==> config.mk <==
export PLATFORM = sky130hd
export DESIGN_NAME = usbef_flags
export DESIGN_NICKNAME = d
export VERILOG_FILES = /design/src/usbef_flags.v
export VERILOG_INCLUDE_DIRS = /design/src /design/src/inc
export SDC_FILE = /design/constraint.sdc
export NUM_CORES = 1
export LEC_CHECK = 0
export ABC_CLOCK_PERIOD_IN_PS = 2600
export BUFFER_PORTS_ARGS = -buffer_cell sky130_fd_sc_hd__clkbuf_2
export CAP_MARGIN = 10
export CORE_MARGIN = 10
export CORE_UTILIZATION = 49
export DETAILED_ROUTE_END_ITERATION = 8
export PLACE_DENSITY = 0.76
export SLEW_MARGIN = 5
export SYNTH_ARGS = -nofsm -noshare
export SYNTH_HDL_FRONTEND = slang
export SYNTH_SLANG_ARGS = --single-unit
==> constraint.sdc <==
create_clock -name hclk -period 2.6 [get_ports hclk]
set_input_delay 0.39 -clock hclk [delete_from_list [all_inputs] [get_ports hclk]]
set_output_delay 0.39 -clock hclk [all_outputs]
set_load 0.02 [all_outputs]
==> src/inc/usbef_defines.vh <==
`ifndef USBEF_DEFINES_VH
`define USBEF_DEFINES_VH

// ----------------------------------------
// register byte offsets
// ----------------------------------------
`define USBEF_OFS_EVENT_FLAGS 8'h00
`define USBEF_OFS_EVENT_ENABLES 8'h04
`define USBEF_OFS_ERROR_FLAGS 8'h08
`define USBEF_OFS_ERROR_ENABLES 8'h0C
`define USBEF_OFS_STATUS_WINDOW 8'h10
`define USBEF_OFS_CONTROL 8'h14

// ----------------------------------------
// event flag and enable bit positions
// ----------------------------------------
`define USBEF_EV_STALL 7
`define USBEF_EV_ATTACH 6
`define USBEF_EV_RESUME 5
`define USBEF_EV_IDLE 4
`define USBEF_EV_TOKEN 3
`define USBEF_EV_SOF 2
`define USBEF_EV_ERROR 1
`define USBEF_EV_RESET 0

// ----------------------------------------
// error flag bit positions
// ----------------------------------------
`define USBEF_ER_STUFF 7
`define USBEF_ER_MATRIX 6
`define USBEF_ER_DMA 5
`define USBEF_ER_TURN 4
`define USBEF_ER_ALIGN 3
`define USBEF_ER_CRC16 2
`define USBEF_ER_CRC5 1
`define USBEF_ER_PID 0

// ----------------------------------------
// control register and status window
// ----------------------------------------
`define USBEF_CTL_HOST 0
`define USBEF_STAT_ENDP_HI 7
`define USBEF_STAT_ENDP_LO 4
`define USBEF_STAT_DIR 3
`define USBEF_STAT_PPBI 2

// ----------------------------------------
// reset values
// ----------------------------------------
`define USBEF_RST_BYTE 8'h00
`define USBEF_RST_WORD 32'h00000000

// ----------------------------------------
// timing
// ----------------------------------------
`define USBEF_CLK_PERIOD_PS 10000
`define USBEF_RESUME_TIME_PS 2500000
`define USBEF_ATTACH_TIME_PS 2500000
`define USBEF_IDLE_TIME_MS 3
`define USBEF_BIT_TIME_PS 83334
`define USBEF_TURN_BITS 16
`define USBEF_RESUME_CYCLES ((`USBEF_RESUME_TIME_PS + \
    `USBEF_CLK_PERIOD_PS - 1) / `USBEF_CLK_PERIOD_PS)
`define USBEF_ATTACH_CYCLES ((`USBEF_ATTACH_TIME_PS + \
    `USBEF_CLK_PERIOD_PS - 1) / `USBEF_CLK_PERIOD_PS)
`define USBEF_IDLE_CYCLES (`USBEF_IDLE_TIME_MS * \
    (1000000000 / `USBEF_CLK_PERIOD_PS))
`define USBEF_TURN_CYCLES ((`USBEF_TURN_BITS * `USBEF_BIT_TIME_PS + \
    `USBEF_CLK_PERIOD_PS - 1) / `USBEF_CLK_PERIOD_PS)

`endif

==> src/usbef_flags.v <==
// Design decisions made here: register access over AHB-Lite and the placing of the registers.
`include "usbef_defines.vh"

// Notes on behaviour
// - hardware-set flags except token done and error summary stay set until a one is written to them
// - stall flag: stall received as host, stall sent as device
// - attach: host role, 2.5 us without activity, bus not SE0
// - resume flag after K state held continuously for 2.5 us
// - idle flag after constant idle for 3 ms or longer
// - token done flag with status window; clearing pops status FIFO
// - frame start flag: SOF received as device, threshold as host
// - error summary read-only, set only by enabled error flags
// - flag bit 0: bus reset as device, detach as host
// - enable bits reset to zero, gate their matching flags
// - errors reach the interrupt only while enable bit 1 set
// - stuffing error flag on packet rejected for bit stuffing
// - matrix address error on bad descriptor table or buffer address
// - memory access error on late grant or truncating buffer
// - turnaround timeout after over sixteen idle bit times
// - byte alignment error on non-whole-byte data field
// - data checksum error on CRC16 failure
// - bit 1: CRC5 error as device, end-of-frame error as host
// - bits 31 to 8 read as zero
// - packet id error flag set when PID check fails
module usbef_flags #(
    parameter IDLE_CYCLES = `USBEF_IDLE_CYCLES
) (
    // clock and reset
    input wire hclk,
    input wire hresetn,
    // ahb-lite slave
    input wire hsel,
    input wire [31:0] haddr,
    input wire [1:0] htrans,
    input wire hwrite,
    input wire [2:0] hsize,
    input wire [31:0] hwdata,
    input wire hready,
    output reg [31:0] hrdata,
    output wire hreadyout,
    output wire hresp,
    // line state from the transceiver
    input wire line_k_state,
    input wire line_se0,
    input wire line_idle,
    input wire bus_activity,
    // packet engine events as one-cycle pulses, plus token details and two levels
    input wire stall_received,
    input wire stall_sent,
    input wire token_complete,
    input wire [3:0] token_endpoint,
    input wire token_transmit,
    input wire token_odd_bank,
    input wire sof_received,
    input wire sof_threshold,
    input wire bus_reset_seen,
    input wire detach_seen,
    input wire stuffing_error,
    input wire matrix_address_error,
    input wire memory_access_error,
    input wire end_of_packet,
    input wire awaiting_reply,
    input wire byte_alignment_error,
    input wire data_checksum_error,
    input wire token_checksum_error,
    input wire transfer_active,
    input wire sof_counter_zero,
    input wire packet_id_error,
    // interrupt and role
    output wire module_interrupt_request,
    output wire host_role_enable
);

    // ----------------------------------------
    // register state
    // ----------------------------------------
    reg [7:0] event_flags;
    reg [7:0] event_enables;
    reg [7:0] error_flags;
    reg [7:0] error_enables;
    reg [7:0] control;
    reg data_phase;
    reg wr_phase;
    reg rd_wait;
    reg [7:0] phase_addr;

    wire [7:0] event_view;
    wire [7:0] status_view;
    wire error_summary_flag;
    wire addr_take;
    wire do_write;
    wire [7:0] wr_byte;

    function [7:0] usbef_read;
        input [7:0] ofs;
        input [7:0] ev;
        input [7:0] ee;
        input [7:0] er;
        input [7:0] eren;
        input [7:0] st;
        input [7:0] ct;
        begin
            case (ofs)
                `USBEF_OFS_EVENT_FLAGS: usbef_read = ev;
                `USBEF_OFS_EVENT_ENABLES: usbef_read = ee;
                `USBEF_OFS_ERROR_FLAGS: usbef_read = er;
                `USBEF_OFS_ERROR_ENABLES: usbef_read = eren;
                `USBEF_OFS_STATUS_WINDOW: usbef_read = st;
                `USBEF_OFS_CONTROL: usbef_read = ct;
                default: usbef_read = `USBEF_RST_BYTE;
            endcase
        end
    endfunction

    function usbef_hit;
        input [7:0] ofs;
        input [7:0] target;
        begin
            usbef_hit = (ofs == target);
        end
    endfunction

    assign host_role_enable = control[`USBEF_CTL_HOST];

    // ----------------------------------------
    // ahb-lite slave
    // ----------------------------------------
    // reads take one wait state so a read right after a write sees it
    assign hresp = 1'b0;
    assign hreadyout = ~rd_wait;
    assign addr_take = hsel & htrans[1] & hready;
    assign do_write = data_phase & wr_phase;
    assign wr_byte = hwdata[7:0];

    always @(posedge hclk or negedge hresetn) begin
        if (!hresetn) begin
            data_phase <= 1'b0;
            wr_phase <= 1'b0;
            rd_wait <= 1'b0;
            phase_addr <= 8'h00;
        end else begin
            if (rd_wait) begin
                rd_wait <= 1'b0;
                data_phase <= 1'b0;
            end else begin
                data_phase <= addr_take;
                wr_phase <= addr_take & hwrite;
                rd_wait <= addr_take & ~hwrite;
                if (addr_take) begin
                    phase_addr <= (haddr[31:8] == 24'h000000) ?
                        haddr[7:0] : 8'hFF;
                end
            end
        end
    end

    // upper bits are always zero
    always @(posedge hclk or negedge hresetn) begin
        if (!hresetn) begin
            hrdata <= `USBEF_RST_WORD;
        end else if (rd_wait) begin
            hrdata <= {24'h000000, usbef_read(phase_addr, event_view,
                event_enables, error_flags, error_enables, status_view,
                control)};
        end
    end

    // ----------------------------------------
    // line-state timers
    // ----------------------------------------
    localparam [31:0] RESUME_FULL = `USBEF_RESUME_CYCLES;
    localparam [31:0] ATTACH_FULL = `USBEF_ATTACH_CYCLES;
    localparam [31:0] TURN_FULL = `USBEF_TURN_CYCLES;
    localparam [8:0] RESUME_CNT = RESUME_FULL[8:0];
    localparam [8:0] ATTACH_CNT = ATTACH_FULL[8:0];
    localparam [7:0] TURN_CNT = TURN_FULL[7:0];

    reg [8:0] resume_count;
    reg [8:0] attach_count;
    reg [18:0] idle_count;
    reg [7:0] turn_count;
    reg turn_armed;
    wire resume_hit;
    wire attach_hit;
    wire idle_hit;
    wire turn_hit;
    wire attach_ok;

    assign attach_ok = host_role_enable & ~bus_activity & ~line_se0;
    assign resume_hit = line_k_state &&
        (resume_count == RESUME_CNT - 9'd1);
    assign attach_hit = attach_ok &&
        (attach_count == ATTACH_CNT - 9'd1);
    assign idle_hit = line_idle && !bus_activity &&
        (idle_count == IDLE_CYCLES[18:0] - 19'd1);
    assign turn_hit = turn_armed && (turn_count == TURN_CNT);

    // resume, attach and idle timers saturate and the turnaround timer disarms, so each condition raises its flag once per episode
    always @(posedge hclk or negedge hresetn) begin
        if (!hresetn) begin
            resume_count <= 9'h000;
            attach_count <= 9'h000;
            idle_count <= 19'h00000;
            turn_count <= 8'h00;
            turn_armed <= 1'b0;
        end else begin
            if (!line_k_state) begin
                resume_count <= 9'h000;
            end else if (resume_count != RESUME_CNT) begin
                resume_count <= resume_count + 9'd1;
            end
            if (!attach_ok) begin
                attach_count <= 9'h000;
            end else if (attach_count != ATTACH_CNT) begin
                attach_count <= attach_count + 9'd1;
            end
            if (!line_idle || bus_activity) begin
                idle_count <= 19'h00000;
            end else if (idle_count != IDLE_CYCLES[18:0]) begin
                idle_count <= idle_count + 19'd1;
            end
            if (end_of_packet) begin
                turn_armed <= awaiting_reply;
                turn_count <= 8'h00;
            end else if (bus_activity || !awaiting_reply || turn_hit) begin
                turn_armed <= 1'b0;
                turn_count <= 8'h00;
            end else if (turn_armed) begin
                turn_count <= turn_count + 8'd1;
            end
        end
    end

    // ----------------------------------------
    // token status fifo
    // ----------------------------------------
    // four entries; a completion arriving when full is dropped
    reg [5:0] stat_mem [0:3];
    reg [1:0] stat_rd;
    reg [1:0] stat_wr;
    reg [2:0] stat_count;
    wire stat_push;
    wire stat_pop;
    wire token_done_flag;

    assign token_done_flag = (stat_count != 3'd0);
    assign stat_pop = do_write && token_done_flag && wr_byte[`USBEF_EV_TOKEN]
        && usbef_hit(phase_addr, `USBEF_OFS_EVENT_FLAGS);
    assign stat_push = token_complete && (stat_count != 3'd4);
    assign status_view = token_done_flag ?
        {stat_mem[stat_rd], 2'b00} : `USBEF_RST_BYTE;

    always @(posedge hclk) begin
        if (stat_push) begin
            stat_mem[stat_wr] <= {token_endpoint, token_transmit,
                token_odd_bank};
        end
    end

    always @(posedge hclk or negedge hresetn) begin
        if (!hresetn) begin
            stat_rd <= 2'b00;
            stat_wr <= 2'b00;
            stat_count <= 3'd0;
        end else begin
            if (stat_push) begin
                stat_wr <= stat_wr + 2'd1;
            end
            if (stat_pop) begin
                stat_rd <= stat_rd + 2'd1;
            end
            case ({stat_push, stat_pop})
                2'b10: stat_count <= stat_count + 3'd1;
                2'b01: stat_count <= stat_count - 3'd1;
                default: stat_count <= stat_count;
            endcase
        end
    end

    // ----------------------------------------
    // event sources
    // ----------------------------------------
    wire [7:0] event_set;
    wire [7:0] error_set;
    wire [7:0] event_clr;
    wire [7:0] error_clr;

    assign event_set[`USBEF_EV_STALL] = host_role_enable ?
        stall_received : stall_sent;
    assign event_set[`USBEF_EV_ATTACH] = attach_hit;
    assign event_set[`USBEF_EV_RESUME] = resume_hit;
    assign event_set[`USBEF_EV_IDLE] = idle_hit;
    assign event_set[`USBEF_EV_TOKEN] = 1'b0;
    assign event_set[`USBEF_EV_SOF] = host_role_enable ?
        sof_threshold : sof_received;
    assign event_set[`USBEF_EV_ERROR] = 1'b0;
    assign event_set[`USBEF_EV_RESET] = host_role_enable ?
        detach_seen : bus_reset_seen;

    assign error_set[`USBEF_ER_STUFF] = stuffing_error;
    assign error_set[`USBEF_ER_MATRIX] = matrix_address_error;
    assign error_set[`USBEF_ER_DMA] = memory_access_error;
    assign error_set[`USBEF_ER_TURN] = turn_hit;
    assign error_set[`USBEF_ER_ALIGN] = byte_alignment_error;
    assign error_set[`USBEF_ER_CRC16] = data_checksum_error;
    assign error_set[`USBEF_ER_CRC5] = host_role_enable ?
        (transfer_active & sof_counter_zero) : token_checksum_error;
    assign error_set[`USBEF_ER_PID] = packet_id_error;

    assign event_clr = (do_write &&
        usbef_hit(phase_addr, `USBEF_OFS_EVENT_FLAGS)) ?
        wr_byte : `USBEF_RST_BYTE;
    assign error_clr = (do_write &&
        usbef_hit(phase_addr, `USBEF_OFS_ERROR_FLAGS)) ?
        wr_byte : `USBEF_RST_BYTE;

    // ----------------------------------------
    // sticky flags and enables
    // ----------------------------------------
    // a set in the same cycle as its clear wins
    genvar gi;
    generate
        for (gi = 0; gi < 8; gi = gi + 1) begin : g_flag
            always @(posedge hclk or negedge hresetn) begin
                if (!hresetn) begin
                    event_flags[gi] <= 1'b0;
                    error_flags[gi] <= 1'b0;
                end else begin
                    event_flags[gi] <= event_set[gi] |
                        (event_flags[gi] & ~event_clr[gi]);
                    error_flags[gi] <= error_set[gi] |
                        (error_flags[gi] & ~error_clr[gi]);
                end
            end
        end
    endgenerate

    always @(posedge hclk or negedge hresetn) begin
        if (!hresetn) begin
            event_enables <= `USBEF_RST_BYTE;
            error_enables <= `USBEF_RST_BYTE;
            control <= `USBEF_RST_BYTE;
        end else if (do_write) begin
            if (usbef_hit(phase_addr, `USBEF_OFS_EVENT_ENABLES)) begin
                event_enables <= wr_byte;
            end
            if (usbef_hit(phase_addr, `USBEF_OFS_ERROR_ENABLES)) begin
                error_enables <= wr_byte;
            end
            if (usbef_hit(phase_addr, `USBEF_OFS_CONTROL)) begin
                control <= {7'h00, wr_byte[`USBEF_CTL_HOST]};
            end
        end
    end

    // ----------------------------------------
    // summary and interrupt request
    // ----------------------------------------
    // summary is derived, so writes to bit 1 have no effect
    assign error_summary_flag = |(error_flags & error_enables);

    assign event_view = {event_flags[7:4], token_done_flag,
        event_flags[`USBEF_EV_SOF], error_summary_flag,
        event_flags[`USBEF_EV_RESET]};

    // bit 1 of the mask gates all error flags
    assign module_interrupt_request =
        |(event_view & event_enables);

endmodule // usbef_flags

# Yosys cells after proc, flatten, opt, wreduce, memory -nomap -nowiden
# Memory sizes are Yosys's and may differ from the RTL's.
# Cells that the tools add are included.
[op_classes]
reduce_logical = 30
eq_ne = 17
muxes = 25
n_addsub = 8
bitwise_logic = 56
[op_table]
columns = ["cell", "count"]
rows = [
  ["$mux W8", 7],
  ["$pmux W8 S6", 1],
  ["$mux W19", 2],
  ["$mux W9", 4],
  ["$logic_not A24 Y1", 1],
  ["$and A1 B1 Y1", 22],
  ["$add A19 B1 Y19 const B", 1],
  ["$eq A19 B19 Y1 const B", 1],
  ["$ne A19 B19 Y1 const B", 1],
  ["$add A9 B1 Y9 const B", 2],
  ["$eq A9 B8 Y1 const B", 2],
  ["$ne A9 B8 Y1 const B", 2],
  ["$not A1 Y1", 18],
  ["$and A8 B8 Y8", 2],
  ["$eq A8 B4 Y1 const B", 2],
  ["$eq A8 B5 Y1 const B", 2],
  ["$reduce_or A8 Y1", 2],
  ["$or A1 B1 Y1", 14],
  ["$logic_and A1 B1 Y1", 11],
  ["$mux W1", 10],
  ["$add A8 B1 Y8 const B", 1],
  ["$eq A8 B3 Y1 const B", 1],
  ["$eq A8 B8 Y1 const B", 1],
  ["$logic_not A8 Y1", 1],
  ["other kinds (13)", 25],
]
[word_totals]
output_inout_bits = 36
ff_bits = 103
memories = 1
mem_bits_rw = 24
wordCells = 167
[mem_list]
columns = ["name", "words", "width", "rd", "rd_clocked_by_memory_dff", "wr", "line", "text"]
rows = [
  ["stat_mem", 4, 6, 1, 0, 1, "usbef_flags.v:238", "reg [5:0] stat_mem [0:3];"],
]

# Logic depth before layout (Yosys ltp)
[depth]
depth_word = 6
depth_mapped = 10
ltp_nobuf = 9

# Worst setup path before layout
# No wires, ideal clock.
[synth_timing]
path_kind = "register -> register"
start = "register phase_addr[2]"
end = "register stat_count[2]"
synth_period_minus_slack_ns = 2.556
path_slack_ns = 0.044
path_buffers = 1
t_required_ns = 2.521
path_stages_with_launch = 11
arrival_time_ns = 2.476
cell_sequence = "dfrtp_1 > buf_4 > or4_1 > nor3_4 > and3_1 > ha_1 > inv_1 > fa_1 > xor2_1 > nor2_1 > xor2_1"
[synth_via]
elab_chain_cells = 4
word_cells_on_any_way = 6
classes_between = "2 x eq/ne; 1 x mux; 3 x reduce/logical"
[synth_lines]
columns = ["item", "line", "text"]
rows = [
  ["start: declaration", "usbef_flags.v:85", "reg [7:0] phase_addr;"],
  ["start signal: assignment", "usbef_flags.v:150", "phase_addr <= (haddr[31:8] == 24'h000000) ?"],
  ["$logic_not A8 Y1 (*)", "usbef_flags.v:119", "usbef_hit = (ofs == target);"],
  ["$logic_and A1 B1 Y1 (*)", "usbef_flags.v:247", "assign stat_pop = do_write && token_done_flag && wr_byte[`USBEF_EV_TOKEN]"],
  ["net stat_pop", "usbef_flags.v:243", "wire stat_pop;"],
  ["$eq A2 B1 Y1 / $eq A2 B2 Y1 (equally long branches)", "usbef_flags.v:272", "case ({stat_push, stat_pop})"],
  ["$pmux W3 S2 / $reduce_bool A2 Y1 (equally long branches)", "n/a", ""],
  ["end signal: assignment", "usbef_flags.v:273", "2'b10: stat_count <= stat_count + 3'd1;"],
  ["end signal: assignment", "usbef_flags.v:274", "2'b01: stat_count <= stat_count - 3'd1;"],
  ["end signal: assignment", "usbef_flags.v:275", "default: stat_count <= stat_count;"],
  ["end: declaration", "usbef_flags.v:241", "reg [2:0] stat_count;"],
]
# The timed path passes the listed nets; every way through them passes the cells marked *.
# A chain may end at the register's enable or synchronous reset.

# Worst setup path in the final report
[layout_timing]
start = "register phase_addr[5]"
end = "register stat_count[2]"
# Same word-level chain as after synthesis.

==> reports/results.ini <==
[cells_and_area]
sequential_cell_area_um2=3300
final_layout_size_suffix_gt1_frac=0.258
multiInputGateArea_um2=2740
fin_cells=847
nets=780
n_fill_cell=1003
most-common-layout-cells=sky130_fd_sc_hd__dfrtp_1, sky130_fd_sc_hd__clkbuf_2, sky130_fd_sc_hd__nor2_1
area_growth_pct=18.9
mostFrequentLayoutCell=sky130_fd_sc_hd__dfrtp_1
inserted_diodes=0

[status]
result_of_the_run=finished, final reports clean

[worst_setup_path]
path_cells=or4_4 > nor3_4 > and3_4 > ha_4 > inv_1 > fa_2 > xor2_1 > nor2_1 > xor2_1
cp_data_arrival_time_ns=2.82
cell_mode_on_critical_path=sky130_fd_sc_hd__xor2_1
worst_ep_required_time_ns=2.93
worst_path_largest_cell_delay_ns=0.57
critical_path.slowest_cell=sky130_fd_sc_hd__or4_4
critPathKind=reg2reg
critical_path_peak_fanout=3
worst_setup_path_end_kind=register
worstSetupStartpointType=register

[sta]
final.period_utilization=0.955
aggregate_negative_setup_slack_ns=0
worst_pin_slew_ns=0.586
hold_ws_ns=0.133
final.setup_skew_ns=0.00742
finalSetupViolations=0
timing.fmax_mhz=403
timing_hold_violations_final=0
slew_headroom=0.609
final.min_clock_period_ns=2.48
timing.final.max_slew_violations=0

[drt]
wirelength_mm=14.9
post-route-drc-count=0
wl_per_cell_um=17.6
detailroute.via_count=4692
drtIter0Drc=362
drtAntennaViolNets=0
drt_pre_antenna_iters=5
route.detailed.vias_per_inst=5.54

[synth]
syn-mean-instance-area_um2=11.2
synth_sequential_area_ratio=0.523
synth-edff-count=24
synth-main-ff-cell=sky130_fd_sc_hd__dfrtp_1
ys_async_sr_fraction=0.811
synthCells=563
post_synth_instance_area_um2=6310
ys_types=61
postSynthRegisterBits=127
yosysWarningCount=0

[power_and_ir_drop]
p_sw_frac=0.264
p_leak_nw=3.30
share_seq_of_total_power=0.446
power.internal_mw=3.69
power.share.clock=0.460
net_switching_mw=1.32
irDropWorstVdd_mv=0.400
combinationalPowerShare=0.094
p_per_area_nw_per_um2=669
final_total_power_mw=5.02

[clock_network]
path_clk_slew_ns=0.06
clock_latency_on_the_worst_skew_pair_ns=0.42
cts.sink_count=127
numCtsBuffers=17
clock_tree.buffer_depth=2
cts_root_buf=sky130_fd_sc_hd__clkbuf_16
ctsHtreeMaxLevel=4
clock_tree_from_tritoncts=built

[floorplan]
die_y_um=133
boundaryPins=138
die_x_um=133
initial_core_utilization=0.500
floorplan.die_area_um2=17800
placement_rows=41
core_area_um2=12600

[run]
max_cap_viol_count=0

[global_routing]
grt_max_degree=46
via_count_of_the_first_global_routing_pass=4925
globalRouteOverflowTotal=0
combined_global_route_utilization_of_all_metal_layers=0.167
number_of_antenna_violations_at_the_first_check_in_global_routing=0
grt_pass1_wl_mm=24.4

[place]
final_weighted_congestion_in_routability_driven_placement=0.844
numPortBuffers=84
dp_hpwl_mm=10.8
place_inst=809

[worst_hold_path]
worstHoldPathType=in2reg

state kept, by name (all words and copies together) (netlist names), 2 cells and up:
| name | cells |
|---|---|
| attach_count | 9 |
| error_enables | 8 |
| error_flags | 8 |
| event_enables | 8 |
| event_flags | 6 |
| hrdata | 8 |
| idle_count | 19 |
| phase_addr | 8 |
| resume_count | 9 |
| stat_count | 3 |
| stat_mem | 24 |
| stat_rd | 2 |
| stat_wr | 2 |
| turn_count | 8 |
layout make-up:
type,count,area share
flip-flops and latches,127,0.440
clock buffers,17,0.0567
multi-input cells,384,0.365
clock inverters,15,0.0197
well taps,172,0.0287
inverters,32,0.0160
repair buffers,100,0.0744
timing repair:
item                       4_1_cts  5_1_grt
setup endpoints to repair        1        1
cloned                           0        0
gates resized for setup          4        1
pin swaps                        4        4
setup buffers                    2        3
hold endpoints to repair        15        0
hold buffers                     1        0
power groups by stage:
stage,logic (mW),clock network [mW],registers [mW]
after floorplan,0.299,0,2.25
final,0.472,2.31,2.24
after global placement,0.423,0,2.26
after CTS,0.470,2.32,2.24
after detailed placement,0.451,0,2.27
after global routing,0.535,2.41,2.25
logic make-up after synthesis:
kind of cell	synth area share
AND/OR/NAND/NOR	0.173
flip-flops	0.523
AO/OA/AOI/OAI	0.0839
buffers and inverters	0.0617
XOR/XNOR	0.0458
multiplexers	0.0799
adder cells (fa/ha/maj)	0.0329
other	0.000594
synthesized netlist by cell type (all sizes together) (3+ instances only):
cell	count	area share
nor2b	7	0.0069
nand4	17	0.018
buf	33	0.036
and2	8	0.0079
dfrtp	103	0.41
nand2	42	0.025
inv	30	0.018
clkbuf	11	0.0065
a221o	5	0.0079
nand3b	3	0.0036
or4b	3	0.0048
a31oi	3	0.0030
nor4	10	0.012
nor2	51	0.030
xnor2	16	0.022
a22oi	13	0.015
and3	9	0.0089
xor2	17	0.024
and4b	3	0.0048
o21ai	18	0.014
nor3	7	0.0073
a21oi	15	0.012
and4	4	0.0056
mux2	17	0.030
mux4	13	0.046
or4	3	0.0042
a21o	7	0.0083
nand2b	4	0.0040
ha	15	0.030
edfxtp	24	0.11
or3	10	0.0099
nand3	13	0.010
per-stage QoR:
stage,utilization,area [um^2],worst slack (ns)
2_1_floorplan,-,6400,0.0445
3_3_place_gp,0.543,6860,0.108
3_5_place_dp,0.543,6860,0.0181
4_1_cts,0.592,7470,0.0382
5_1_grt,0.594,7500,-0.00386
6_report,0.594,7500,0.117
per-layer routing:
layer / vias up / GRT usage / share of wire
met2: 163 / 0.280 / 0.50
met1: 2333 / 0.193 / 0.41
met3: 33 / 0.0485 / 0.062
met5: - / 0 / 0
li1: 2163 / - / -
met4: 0 / 0.0774 / 0.028
worst paths after layout:
kind / from / endpoint / slack, ns / cells past startpoint
min in group asynchronous: hresetn / resume_count[7] / 0.51 / 2
max in group asynchronous: hresetn / idle_count[11] / 1.36 / 3
worst min-delay path: hwrite / rd_wait / 0.13 / 2
worst min register to register: stat_count[2] / stat_count[2] / 0.51 / 1
worst max register to register: phase_addr[5] / stat_count[2] / 0.12 / 9
worst max-delay path: phase_addr[5] / stat_count[2] / 0.12 / 9
worst max-delay path: cells and delay by family (launching register included):
kind / cells / cell delay, ns
xor gates and xnor gates: 2 / 0.32
buffers and inverters: 1 / 0.06
and+or+nand+nor: 4 / 1.16
adders and majority gates: 2 / 0.49
DFF: 1 / 0.38
No activity file was read; power rests on OpenSTA's default activity.
